`config.mk`:
```
export PLATFORM = sky130hd
export DESIGN_NAME = cfes_node
export DESIGN_NICKNAME = d
export VERILOG_FILES = /design/src/cfes_pkg.sv /design/src/cfes_buf2.sv /design/src/cfes_node.sv
export SDC_FILE = /design/constraint.sdc
export NUM_CORES = 1
export LEC_CHECK = 0
export BUFFER_PORTS_ARGS = -buffer_cell sky130_fd_sc_hd__buf_2
export CAP_MARGIN = 5
export CELL_PAD_IN_SITES_DETAIL_PLACEMENT = 0
export CELL_PAD_IN_SITES_GLOBAL_PLACEMENT = 1
export CORE_ASPECT_RATIO = 1.1
export CORE_MARGIN = 2
export CORE_UTILIZATION = 51
export CTS_CLUSTER_SIZE = 24
export DETAILED_ROUTE_END_ITERATION = 8
export GPL_ROUTABILITY_DRIVEN = 0
export HOLD_SLACK_MARGIN = 0.08
export PLACE_DENSITY = 0.85
export REMOVE_ABC_BUFFERS = 1
export SLEW_MARGIN = 10
export SYNTH_ARGS = -nofsm -noshare
export SYNTH_HDL_FRONTEND = slang
export SYNTH_SLANG_ARGS = --single-unit
```
`constraint.sdc`:
```
create_clock -name mclk_i -period 3.35 [get_ports mclk_i]
set_input_delay 0.1675 -clock mclk_i [delete_from_list [all_inputs] [get_ports mclk_i]]
set_output_delay 0.1675 -clock mclk_i [all_outputs]
set_load 0.005 [all_outputs]
```
`src/cfes_pkg.sv`:
```
// package of the can frame sequencer and error state block
// assumes one core clock; shared by the frame sequencer and its checker
package cfes_pkg;
    localparam int CFES_STD_ID_W = 11;
    localparam int CFES_EXT_ID_W = 29;
    localparam int CFES_DLC_W = 4;
    localparam int CFES_MAX_BYTES = 8;
    localparam logic [3:0] CFES_DLC_MAX = 4'h0008;
    // descriptor layout: {ide, id, rtr, dlc, payload}
    localparam int CFES_PAY_LSB = 0;
    localparam int CFES_DLC_LSB = 64;
    localparam int CFES_RTR_POS = 68;
    localparam int CFES_ID_LSB = 69;
    localparam int CFES_IDE_POS = 98;
    localparam int CFES_DESC_W = 99;
    // error confinement
    localparam logic [8:0] CFES_TEC_RST = 9'h0000;
    localparam logic [7:0] CFES_REC_RST = 8'h0000;
    localparam logic [8:0] CFES_PASSIVE_TEC = 9'h0080;
    localparam logic [7:0] CFES_PASSIVE_REC = 8'h0080;
    localparam logic [8:0] CFES_BUSOFF_TEC = 9'h0100;
    localparam logic [8:0] CFES_TEC_MAX = 9'h01ff;
    localparam logic [7:0] CFES_REC_MAX = 8'h00ff;
    localparam logic [8:0] CFES_TX_ERR_STEP = 9'h0008;
    localparam logic [7:0] CFES_RX_ERR_STEP = 8'h0001;
    localparam logic [7:0] CFES_RX_SEVERE_STEP = 8'h0008;
    localparam logic [7:0] CFES_REC_RELOAD = 8'h0077;
    localparam logic [7:0] CFES_RECOVER_SEQS = 8'h0080;
    typedef enum logic [1:0] {
        CFES_ERR_ACTIVE = 2'h0,
        CFES_ERR_PASSIVE = 2'h1,
        CFES_BUS_OFF = 2'h2
    } cfes_err_state_t;
    typedef enum logic [3:0] {
        CFES_FLD_SOF = 4'h0,
        CFES_FLD_ARB = 4'h1,
        CFES_FLD_IDE = 4'h2,
        CFES_FLD_RTR = 4'h3,
        CFES_FLD_DLC = 4'h4,
        CFES_FLD_DATA = 4'h5,
        CFES_FLD_CRC = 4'h6,
        CFES_FLD_EOF = 4'h7
    } cfes_field_t;
    typedef enum logic [8:0] {
        CFES_ST_IDLE = 9'h001,
        CFES_ST_SOF = 9'h002,
        CFES_ST_ARB = 9'h004,
        CFES_ST_IDE = 9'h008,
        CFES_ST_RTR = 9'h010,
        CFES_ST_DLC = 9'h020,
        CFES_ST_DATA = 9'h040,
        CFES_ST_CRC = 9'h080,
        CFES_ST_EOF = 9'h100
    } cfes_state_t;
endpackage : cfes_pkg

```
`src/cfes_buf2.sv`:
```
// two-entry buffer with valid/ready on both sides
// assumes both sides are on mclk_i; ready and valid come from flops
`timescale 1ns/1ps
`default_nettype none
module cfes_buf2 #(
    parameter int WIDTH = 8
) (
    input wire logic mclk_i,
    input wire logic rst_n_i,
    input wire logic in_valid_i,
    output logic in_ready_o,
    input wire logic [WIDTH-1:0] in_data_i,
    output logic out_valid_o,
    input wire logic out_ready_i,
    output logic [WIDTH-1:0] out_data_o
);
    initial begin
        if (WIDTH < 1) $error("cfes_buf2: WIDTH must be positive");
    end

    logic [WIDTH-1:0] slot0_ff, slot1_ff, nxt_slot0, nxt_slot1;
    logic [1:0] cnt_ff, nxt_cnt;
    logic push, pop;

    always_comb begin
        push = in_valid_i && (cnt_ff != 2'h2);
        pop = out_ready_i && (cnt_ff != 2'h0);
        nxt_slot0 = slot0_ff;
        nxt_slot1 = slot1_ff;
        nxt_cnt = cnt_ff;
        if (pop) begin
            nxt_slot0 = slot1_ff;
        end
        if (push) begin
            if (cnt_ff == 2'h0 || (cnt_ff == 2'h1 && pop)) begin
                nxt_slot0 = in_data_i;
            end else begin
                nxt_slot1 = in_data_i;
            end
        end
        if (push && !pop) begin
            nxt_cnt = cnt_ff + 2'h1;
        end else if (pop && !push) begin
            nxt_cnt = cnt_ff - 2'h1;
        end
    end

    always_ff @(posedge mclk_i or negedge rst_n_i) begin
        if (!rst_n_i) begin
            slot0_ff <= '0;
            slot1_ff <= '0;
            cnt_ff <= 2'h0;
        end else begin
            slot0_ff <= nxt_slot0;
            slot1_ff <= nxt_slot1;
            cnt_ff <= nxt_cnt;
        end
    end

    assign in_ready_o = (cnt_ff != 2'h2);
    assign out_valid_o = (cnt_ff != 2'h0);
    assign out_data_o = slot0_ff;
endmodule : cfes_buf2
`default_nettype wire

```
`src/cfes_node.sv`:
```
// can frame sequencer and error confinement state of one node
// assumes requests and error events come from logic on mclk_i
`timescale 1ns/1ps
`default_nettype none
module cfes_node
    import cfes_pkg::*;
(
    input wire logic mclk_i,
    input wire logic rst_n_i,
    input wire logic req_valid_i,
    output logic req_ready_o,
    input wire logic req_ide_i,
    input wire logic [28:0] req_id_i,
    input wire logic req_rtr_i,
    input wire logic [3:0] req_dlc_i,
    input wire logic [63:0] req_data_i,
    output logic field_valid_o,
    input wire logic field_ready_i,
    output logic [3:0] field_kind_o,
    output logic [28:0] field_val_o,
    output logic frame_err_o,
    input wire logic tx_err_i,
    input wire logic tx_ok_i,
    input wire logic rx_err_i,
    input wire logic rx_err_severe_i,
    input wire logic rx_ok_i,
    input wire logic idle_seq_i,
    output logic [1:0] err_state_o,
    output logic [8:0] tec_o,
    output logic [7:0] rec_o
);
    logic buf_valid, buf_ready, buf_in_ready;
    logic [CFES_DESC_W-1:0] buf_data;
    logic req_ready_ff, nxt_req_ready, buf_push_valid;

    // the buffer only takes a word while the ready flop shows it, so no hidden push
    assign buf_push_valid = req_valid_i && req_ready_ff;

    cfes_buf2 #(.WIDTH(CFES_DESC_W)) u_buf (
        .mclk_i(mclk_i),
        .rst_n_i(rst_n_i),
        .in_valid_i(buf_push_valid),
        .in_ready_o(buf_in_ready),
        .in_data_i({req_ide_i, req_id_i, req_rtr_i, req_dlc_i, req_data_i}),
        .out_valid_o(buf_valid),
        .out_ready_i(buf_ready),
        .out_data_o(buf_data)
    );

    // error counters
    logic [8:0] tec_ff, nxt_tec;
    logic [7:0] rec_ff, nxt_rec, seq_ff, nxt_seq;
    cfes_err_state_t est_ff, nxt_est;

    always_comb begin
        nxt_tec = tec_ff;
        nxt_rec = rec_ff;
        nxt_seq = seq_ff;
        nxt_est = est_ff;
        if (est_ff == CFES_BUS_OFF) begin
            // recovery needs 128 runs of 11 recessive bits
            if (idle_seq_i) begin
                nxt_seq = seq_ff + 8'h01;
            end
            if (idle_seq_i && (seq_ff + 8'h01 == CFES_RECOVER_SEQS)) begin
                nxt_tec = CFES_TEC_RST;
                nxt_rec = CFES_REC_RST;
                nxt_seq = 8'h00;
            end
        end else begin
            if (tx_err_i) begin
                nxt_tec = (tec_ff > CFES_TEC_MAX - CFES_TX_ERR_STEP) ? CFES_TEC_MAX : tec_ff + CFES_TX_ERR_STEP;
            end else if (tx_ok_i && tec_ff != 9'h000) begin
                nxt_tec = tec_ff - 9'h001;
            end
            if (rx_err_i) begin
                if (rx_err_severe_i) begin
                    nxt_rec = (rec_ff > CFES_REC_MAX - CFES_RX_SEVERE_STEP) ? CFES_REC_MAX
                                                                           : rec_ff + CFES_RX_SEVERE_STEP;
                end else begin
                    nxt_rec = (rec_ff == CFES_REC_MAX) ? CFES_REC_MAX : rec_ff + CFES_RX_ERR_STEP;
                end
            end else if (rx_ok_i) begin
                // above 127 a good frame sets the count to 119
                if (rec_ff >= CFES_PASSIVE_REC) begin
                    nxt_rec = CFES_REC_RELOAD;
                end else if (rec_ff != 8'h00) begin
                    nxt_rec = rec_ff - 8'h01;
                end
            end
        end
        if (nxt_tec >= CFES_BUSOFF_TEC) begin
            nxt_est = CFES_BUS_OFF;
        end else if (nxt_tec >= CFES_PASSIVE_TEC || nxt_rec >= CFES_PASSIVE_REC) begin
            nxt_est = CFES_ERR_PASSIVE;
        end else begin
            nxt_est = CFES_ERR_ACTIVE;
        end
    end

    always_ff @(posedge mclk_i or negedge rst_n_i) begin
        if (!rst_n_i) begin
            tec_ff <= CFES_TEC_RST;
            rec_ff <= CFES_REC_RST;
            seq_ff <= 8'h00;
            est_ff <= CFES_ERR_ACTIVE;
        end else begin
            tec_ff <= nxt_tec;
            rec_ff <= nxt_rec;
            seq_ff <= nxt_seq;
            est_ff <= nxt_est;
        end
    end

    // frame sequencer
    cfes_state_t st_ff, nxt_st;
    logic [CFES_DESC_W-1:0] desc_ff, nxt_desc;
    logic [3:0] byte_ff, nxt_byte;
    logic fv_ff, nxt_fv, ferr_ff, nxt_ferr;
    logic [3:0] fk_ff, nxt_fk;
    logic [28:0] fval_ff, nxt_fval;
    logic slot_free, d_ide, d_rtr, bad_dlc;
    logic [3:0] d_dlc, in_dlc;
    logic [28:0] d_id;
    logic [63:0] d_pay;

    always_comb begin
        d_ide = desc_ff[CFES_IDE_POS];
        d_rtr = desc_ff[CFES_RTR_POS];
        d_dlc = desc_ff[CFES_DLC_LSB +: CFES_DLC_W];
        d_pay = desc_ff[CFES_PAY_LSB +: 64];
        // standard frames keep only the low 11 id bits
        d_id = d_ide ? desc_ff[CFES_ID_LSB +: CFES_EXT_ID_W]
                     : {18'h0_0000, desc_ff[CFES_ID_LSB +: CFES_STD_ID_W]};
        in_dlc = buf_data[CFES_DLC_LSB +: CFES_DLC_W];
        // no payload count can match dlc above 8, so refuse it
        bad_dlc = (in_dlc > CFES_DLC_MAX);
        slot_free = !fv_ff || field_ready_i;
        buf_ready = (st_ff == CFES_ST_IDLE) && (est_ff != CFES_BUS_OFF);
        // predicts the buffer's not-full flag after this edge, so ready leaves a flop
        nxt_req_ready = !((!buf_in_ready && !(buf_ready && buf_valid))
                          || (buf_in_ready && buf_valid && buf_push_valid && !(buf_ready && buf_valid)));
        nxt_st = st_ff;
        nxt_desc = desc_ff;
        nxt_byte = byte_ff;
        nxt_fv = fv_ff && !field_ready_i;
        nxt_fk = fk_ff;
        nxt_fval = fval_ff;
        nxt_ferr = 1'b0;
        if (est_ff == CFES_BUS_OFF) begin
            nxt_st = CFES_ST_IDLE;
            nxt_fv = 1'b0;
        end else begin
            case (st_ff)
                CFES_ST_IDLE: begin
                    if (buf_ready && buf_valid) begin
                        nxt_desc = buf_data;
                        nxt_byte = 4'h0;
                        if (bad_dlc) begin
                            nxt_ferr = 1'b1;
                        end else begin
                            nxt_st = CFES_ST_SOF;
                        end
                    end
                end
                CFES_ST_SOF: if (slot_free) begin
                    nxt_fv = 1'b1;
                    nxt_fk = CFES_FLD_SOF;
                    nxt_fval = 29'h0000_0000;
                    nxt_st = CFES_ST_ARB;
                end
                CFES_ST_ARB: if (slot_free) begin
                    nxt_fv = 1'b1;
                    nxt_fk = CFES_FLD_ARB;
                    nxt_fval = d_id;
                    nxt_st = CFES_ST_RTR;
                end
                CFES_ST_RTR: if (slot_free) begin
                    nxt_fv = 1'b1;
                    nxt_fk = CFES_FLD_RTR;
                    nxt_fval = {28'h000_0000, d_rtr};
                    nxt_st = CFES_ST_IDE;
                end
                CFES_ST_IDE: if (slot_free) begin
                    nxt_fv = 1'b1;
                    nxt_fk = CFES_FLD_IDE;
                    nxt_fval = {28'h000_0000, d_ide};
                    nxt_st = CFES_ST_DLC;
                end
                CFES_ST_DLC: if (slot_free) begin
                    nxt_fv = 1'b1;
                    nxt_fk = CFES_FLD_DLC;
                    nxt_fval = {25'h000_0000, d_dlc};
                    // remote frames carry no bytes
                    nxt_st = (d_rtr || d_dlc == 4'h0) ? CFES_ST_CRC : CFES_ST_DATA;
                end
                CFES_ST_DATA: if (slot_free) begin
                    nxt_fv = 1'b1;
                    nxt_fk = CFES_FLD_DATA;
                    nxt_fval = {21'h00_0000, d_pay[{byte_ff[2:0], 3'h0} +: 8]};
                    nxt_byte = byte_ff + 4'h1;
                    if (byte_ff + 4'h1 == d_dlc) begin
                        nxt_st = CFES_ST_CRC;
                    end
                end
                CFES_ST_CRC: if (slot_free) begin
                    // checksum is filled in by the bit stage downstream
                    nxt_fv = 1'b1;
                    nxt_fk = CFES_FLD_CRC;
                    nxt_fval = 29'h0000_0000;
                    nxt_st = CFES_ST_EOF;
                end
                CFES_ST_EOF: if (slot_free) begin
                    nxt_fv = 1'b1;
                    nxt_fk = CFES_FLD_EOF;
                    nxt_fval = 29'h0000_0000;
                    nxt_st = CFES_ST_IDLE;
                end
                default: begin
                    nxt_st = CFES_ST_IDLE;
                    nxt_fv = 1'b0;
                end
            endcase
        end
    end

    always_ff @(posedge mclk_i or negedge rst_n_i) begin
        if (!rst_n_i) begin
            st_ff <= CFES_ST_IDLE;
            desc_ff <= '0;
            byte_ff <= 4'h0;
            fv_ff <= 1'b0;
            fk_ff <= 4'h0;
            fval_ff <= 29'h0000_0000;
            ferr_ff <= 1'b0;
            req_ready_ff <= 1'b0;
        end else begin
            st_ff <= nxt_st;
            desc_ff <= nxt_desc;
            byte_ff <= nxt_byte;
            fv_ff <= nxt_fv;
            fk_ff <= nxt_fk;
            fval_ff <= nxt_fval;
            ferr_ff <= nxt_ferr;
            req_ready_ff <= nxt_req_ready;
        end
    end

    // low for one edge after reset while the prediction settles
    assign req_ready_o = req_ready_ff;
    assign field_valid_o = fv_ff;
    assign field_kind_o = fk_ff;
    assign field_val_o = fval_ff;
    assign frame_err_o = ferr_ff;
    assign err_state_o = est_ff;
    assign tec_o = tec_ff;
    assign rec_o = rec_ff;
endmodule : cfes_node
`default_nettype wire

```
==> results of run 1 <==
flip-flops by register name (all words and copies together) (netlist names):
name,flops
rec_o,8
u_buf.cnt_ff,2
tec_o,8
req_ready_o,1
field_kind_o,3
frame_err_o,1
field_valid_o,1
byte_ff,4
u_buf.slot1_ff,99
field_val_o,29
desc_ff,99
seq_ff,8
u_buf.out_data_o,99
err_state_o,2
st_ff,9
worst max-delay path, stage by stage, from the launching register on:
cell,delay (ns)
dfstp_2,0.59
nor3b_2,0.28
nand4_2,0.21
nor2_4,0.21
buf_12,0.57
o21ai_0,0.34
a22oi_1,0.23
o21ai_0,0.11
final timing paths:
check / end / slack [ns]
worst max-delay path: byte_ff[2] / 0.62
worst min-delay path: rec_o[3] / 0.12
worst max register to register: byte_ff[2] / 0.62
worst min register to register: desc_ff[73] / 0.47
max in group asynchronous: field_val_o[15] / 2.08
min in group asynchronous: req_ready_o / 0.30
timing repair:
action | CTS | global route
hold buffers | 101 | 0
hold endpoints to repair | 304 | 0
gates resized for setup | 0 | 0
logic make-up (layout without fill, tap and decap cells):
group,after synthesis,after routing,share of synthesized area
xor+xnor,19,19,0.00976
fa+ha+maj,18,18,0.0132
flops,373,373,0.548
other cells,1,3,0.000220
simple gates,617,617,0.156
compound gates,250,250,0.0945
buf+inv,123,373,0.0338
mux,205,205,0.145
where the power goes:
part | internal (mW) | total [mW] | switching (mW) | leakage, nW
combinational | 1.99 | 3.87 | 1.88 | 4.38
clock | 2.49 | 4.18 | 1.69 | 0.610
sequential | 6.03 | 6.97 | 0.944 | 4.58
total | 10.5 | 15.0 | 4.52 | 9.57
through the flow:
step	setup slack, ns	TNS [ns]	std cells
after floorplan	-4.63	-766.11	1498
after global placement	0.681	0	2119
after detailed placement	0.619	0	2119
after CTS	0.638	0	2288
after global routing	0.459	0	2290
final	0.620	0	2290
routing by layer:
layer  global-route usage  routed length (um)  part of all wire  vias to the layer above
met1                0.306               17200              0.45                     6189
met5                    0                   0                 0                        -
met4               0.0476                 634             0.017                        0
met3               0.0366                1980             0.052                       53
met2                0.368               18200              0.48                      292
li1                     -                   -                 -                     6002
cells in the final DEF (no fill, tap or decap), drive strengths merged, types with 5 or more instances in the layout:
master and n:
nand2b 9, o21ai 62, nand4 5, nand2 375, a31oi 98, a21oi 27, mux2 172, nor3b 6
mux2i 17, nor4 6, buf 189, nand3 17, a21o 9, a22o 5, inv 16, dlygate4sd3 101
mux4 16, nor2b 6, dfrtp 372, ha 18, o21a 5, clkbuf 62, nor3 18, nor2 140
xor2 7, and3 10, xnor2 12
cell type report:
class | instances | share of cell area
diodes | 2 | 0.000244
clock inverters | 6 | 0.00300
well taps | 432 | 0.0264
multi-input cells | 1110 | 0.350
repair buffers | 290 | 0.103
clock buffers | 62 | 0.0578
flip-flops and latches | 373 | 0.456
inverters | 15 | 0.00300
==> metrics.md, run 1 <==
| Metric | Value |
|---|---|
| Area contributors post-synth | dfrtp_1 (55%), mux2_2 (10%), nand2_1 (8.2%), a31oi_1 (3.6%), nor2_1 (3.0%) |
| Vias per inst | 5.47 |
| Final hold vios | 0 |
| Clock sinks | 373 |
| Cell Area, Placed | 18,200 um2 |
| Drt first pass iters | 5 |
| Worst reg2reg path depth | 7 |
| Static Leak | 9.57 nW |
| Max-Cap Viols | 0 |
| H-Tree Depth | 2 |
| Post-synth cell types | 81 |
| Max Slew Vio Count | 0 |
| RSZ-0062 raised after global routing | no |
| Post-synth ARST share | 1.00 |
| Initial Util | 0.515 |
| Die area | 34,900 um2 |
| Layout cells sized above 1 | 0.239 |
| Final Cycle Share | 0.815 |
| Vias in the first global route | 12,255 |
| Layout area overhead | 20.1% |
| Row Count | 70 |
| Tmin final | 2.73 ns |
| GRT Total Usage | 0.221 |
| TritonCTS clock tree | done |
| Hold Path Depth | 3 |
| Ys Warns | 0 |
| Total global routing overflow | 0 |
| Least-Margin Pin Slew | 0.989 ns |
| Largest area contributor in the netlist | dfrtp_1 |
| DRC | 0 |
| EDFF count, synth | 0 |
| Slew HR | 0.340 |
| Commonest cells post-synth | nand2_1 (374), dfrtp_1 (372), mux2_2 (151) |
| DIE WIDTH | 178 um |
| Antenna Nets Post-Route | 0 |
| Clock Skew | 0.0242 ns |
| Post-Syn Area per Cell | 10.6 um2 |
| Total wire length | 38,000 um |
| Status | complete, no violations |
| Worst-path clk slew | 0.06 ns |
| Crit Path Category | reg -> reg |
| First-iteration detailed-routing DRC count | 782 |
| Core box area | 33,100 um2 |
| Critical Path Start | st_ff[0] |
| CTS Buffer Depth | 3 |
| TritonCTS Buffers | 39 |
| Largest net degree at the start of global routing | 153 |
| Filler cell count | 2,724 |
| Footprint of the multi-input gates | 7170 um2 |
| Worst r2r src | st_ff[0] |
| Hold Path Origin | rx_err_i |
| Clock root cell | clkbuf_16 |
| Seq/Total Area, Yosys | 0.548 |
| Cell Area, Synth | 17,100 um2 |
| Register Area | 9340 um2 |
| Post-CTS setup buffer count | 0 |
| Max Freq | 0.366 GHz |
| Vias | 12,536 |
| Crit path arrival time | 3.12 ns |
| Final Setup Violations | 0 |
| CP endpoint kind | register |
| WHS | 0.117 ns |
| FF+latch count, synth | 373 |
| CP Max Fanout | 152 |
| WP data required | 3.74 ns |
| Total Nets Final | 1,956 |
| Die H | 196 um |
| Global-route wire length before repair | 62,800 um |
| Hpwl dp | 23,300 um |
| Startpoint Class | register |
| Cell area power density | 734 nW/um2 |
| Total Power | 15.0 mW |
| Most frequent cell after synthesis | nand2_1 |
| Share of the synthesized area in the top cell type | 0.546 |
| Clk_lat worst skew | 0.52 ns |
| Drt wl/cell | 16.6 um |
| Max IR drop VDD | 0.481 mV |
| Synth Flop Type | dfrtp_1 |
| Synthesized netlist cell count | 1,606 |
| Initial antenna violation count | 2 |
| Total I/O pin count | 164 |
| Hold WC Path Type | in -> reg |
| PortBufs | 162 |
| Post-layout util | 0.618 |
| Final instance area | 20,500 um2 |
Note: power is estimated with default switching activity, not from simulation.
==> run 2: changes to the inputs <==
--- a/config.mk
+++ b/config.mk
@@ -11,12 +11,12 @@
 export CELL_PAD_IN_SITES_GLOBAL_PLACEMENT = 1
 export CORE_ASPECT_RATIO = 1.1
 export CORE_MARGIN = 2
-export CORE_UTILIZATION = 51
+export CORE_UTILIZATION = 43
 export CTS_CLUSTER_SIZE = 24
 export DETAILED_ROUTE_END_ITERATION = 8
 export GPL_ROUTABILITY_DRIVEN = 0
 export HOLD_SLACK_MARGIN = 0.08
-export PLACE_DENSITY = 0.85
+export PLACE_DENSITY = 0.76
 export REMOVE_ABC_BUFFERS = 1
 export SLEW_MARGIN = 10
 export SYNTH_ARGS = -nofsm -noshare
==> constraint.sdc (replaced) <==
create_clock -name mclk_i -period 2.5 [get_ports mclk_i]
set_input_delay 0.125 -clock mclk_i [delete_from_list [all_inputs] [get_ports mclk_i]]
set_output_delay 0.125 -clock mclk_i [all_outputs]
set_load 0.005 [all_outputs]
==> run 2 against run 1 <==
Against the previous run: register-to-register slack got worse by 0.45 ns; flip-flop and latch count unchanged; worst setup slack got worse by 0.45 ns; largest power group unchanged; hold slack got worse by 0.0053 ns; count of clock-buffer cells in the layout increased by 3; sequential power increased by 33%; combinational power increased by 41%; power increased by 37%; sequential share of layout area decreased by 1.1 points; first-iteration DRC count decreased by 23%.
==> metrics.md, run 2 (synthesized netlist as in run 1, its figures left out) <==
| Metric | Value |
|---|---|
| Final Setup Violations | 0 |
| Final hold vios | 0 |
| Net Sw Frac | 0.303 |
| Static Leak | 9.77 nW |
| Startpoint Class | register |
| Slew HR | 0.546 |
| Cell Int Power | 14.3 mW |
| First-iteration detailed-routing DRC count | 605 |
| Setup_tns | 0 ns |
| TritonCTS Buffers | 41 |
| CP endpoint kind | register |
| Final Cycle Share | 0.934 |
| RSZ-0062 raised after global routing | no |
| Worst-path clk slew | 0.06 ns |
| Core box area | 39,200 um2 |
| Antenna Nets Post-Route | 0 |
| Vias per inst | 5.26 |
| Crit Path Category | reg -> reg |
| Total I/O pin count | 164 |
| Crit path arrival time | 2.76 ns |
| Max Freq | 0.428 GHz |
| GRT Total Usage | 0.198 |
| Worst Setup Slack, final | 0.165 ns |
| Drt wl/cell | 16.8 um |
| Post-layout util | 0.535 |
| Initial Util | 0.435 |
| Drt first pass iters | 5 |
| Pre-CTS setup slack | 0.0781 ns |
| Row Count | 76 |
| CP peak stage delay | 0.59 ns |
| Max-Cap Viols | 0 |
| Total global routing overflow | 0 |
| PortBufs | 162 |
| DRC | 0 |
| Tmin final | 2.33 ns |
| Cell area power density | 980 nW/um2 |
| CP Max Fanout | 99 |
| WP data required | 2.92 ns |
| Largest net degree at the start of global routing | 100 |
| Critical-path cell list | nor3b_2 -> nand4_2 -> nor2_2 -> nor4_4 -> buf_12 -> mux2_1 |
| Status | complete, no violations |
| Hold WC Path Type | in -> reg |
| Power share of the clock group | 0.284 |
| Global-route wire length before repair | 66,400 um |
| Sw Pwr | 6.23 mW |
| CTS Buffer Depth | 3 |
| Clk_lat worst skew | 0.54 ns |
| Sequential share of power | 0.451 |
| Least-Margin Pin Slew | 0.681 ns |
| Vias | 12,614 |
| Die H | 213 um |
| Combinational power share | 0.265 |
| Clock sinks | 373 |
| Layout area overhead | 22.9% |
| Slowest cell on crit path | dfstp_2 |
| Most frequent cells in the layout | nand2_1 (374), dfrtp_1 (370), buf_2 (161) |
| Most common cell after layout, fill and taps aside | nand2_1 |
| Total Nets Final | 1,983 |
| Vias in the first global route | 12,655 |
| H-Tree Depth | 2 |
| Max IR drop VDD | 0.575 mV |
| TritonCTS clock tree | done |
| Layout cells sized above 1 | 0.252 |
| Filler cell count | 3,458 |
| DIE WIDTH | 194 um |
| Die area | 41,300 um2 |
| Max Slew Vio Count | 0 |
| Clock Skew | 0.0200 ns |
| Initial antenna violation count | 5 |
| Clock root cell | clkbuf_16 |
| Total wire length | 40,400 um |
| Hpwl dp | 25,800 um |
## run 2: worst paths after layout
check                                endpoint  cells past startpoint  slack, ns            startpoint
min                                  rec_o[4]                      5       0.11       rx_err_severe_i
min reg2reg                       desc_ff[72]                      2       0.47  u_buf.out_data_o[72]
max reg2reg                u_buf.slot1_ff[30]                      6       0.17              st_ff[0]
max in group asynchronous         desc_ff[56]                      3       1.41               rst_n_i
min in group asynchronous            tec_o[0]                      2       0.15               rst_n_i
max                        u_buf.slot1_ff[30]                      6       0.17              st_ff[0]
## run 2: power groups by stage
stage | combinational [mW] | clock, mW | sequential, mW
after floorplan | 4.09 | 0 | 9.07
after global placement | 5.17 | 0 | 9.29
after detailed placement | 5.36 | 0 | 9.35
after CTS | 5.51 | 6.04 | 9.26
after global routing | 6.13 | 6.26 | 9.55
final | 5.44 | 5.84 | 9.26
## run 2: routing by layer
layer | GRT usage | part of all wire
met1 | 0.265 | 0.45
met4 | 0.0528 | 0.022
met3 | 0.0376 | 0.050
met5 | 0 | 0
met2 | 0.332 | 0.48
## run 2: final cells by class
class                           instances  area (um2)  area share
Multi-Input combinational cell       1110        7180       0.343
Tap cell                              507         634      0.0303
Inverter                               15        61.3     0.00292
Clock buffer                           65        1260      0.0600
Timing Repair Buffer                  315        2420       0.115
Antenna cell                            5        12.5    0.000597
Sequential cell                       373        9340       0.445
Clock inverter                          9        58.8     0.00281
## run 2: through the flow
stage          power, mW  hold slack (ns)  area (um2)  cells
3_5_place_dp        14.7            0.137       18600   2216
5_1_grt             21.9            0.139       21000   2399
3_3_place_gp        14.5            0.128       18600   2216
2_1_floorplan       13.2           -0.171       16500   1498
4_1_cts             20.8           0.0877       20900   2394
6_report            20.5            0.112       21000   2399
## run 2: critical path: cells and delay by family, from the launching register on
kind	cells	cell delay, ns
buffers and inverters	1	0.24
muxes	1	0.42
DFF	1	0.59
and+or+nand+nor	4	0.84
## run 2: timing repair
| action | 4_1_cts | 5_1_grt |
|---|---|---|
| gates resized for setup | 0 | 4 |
| endpoints found under the hold margin | 349 | 0 |
| hold buffers | 104 | 0 |
| endpoints found under the setup margin | 0 | 25 |
| buffers inserted | 0 | 0 |
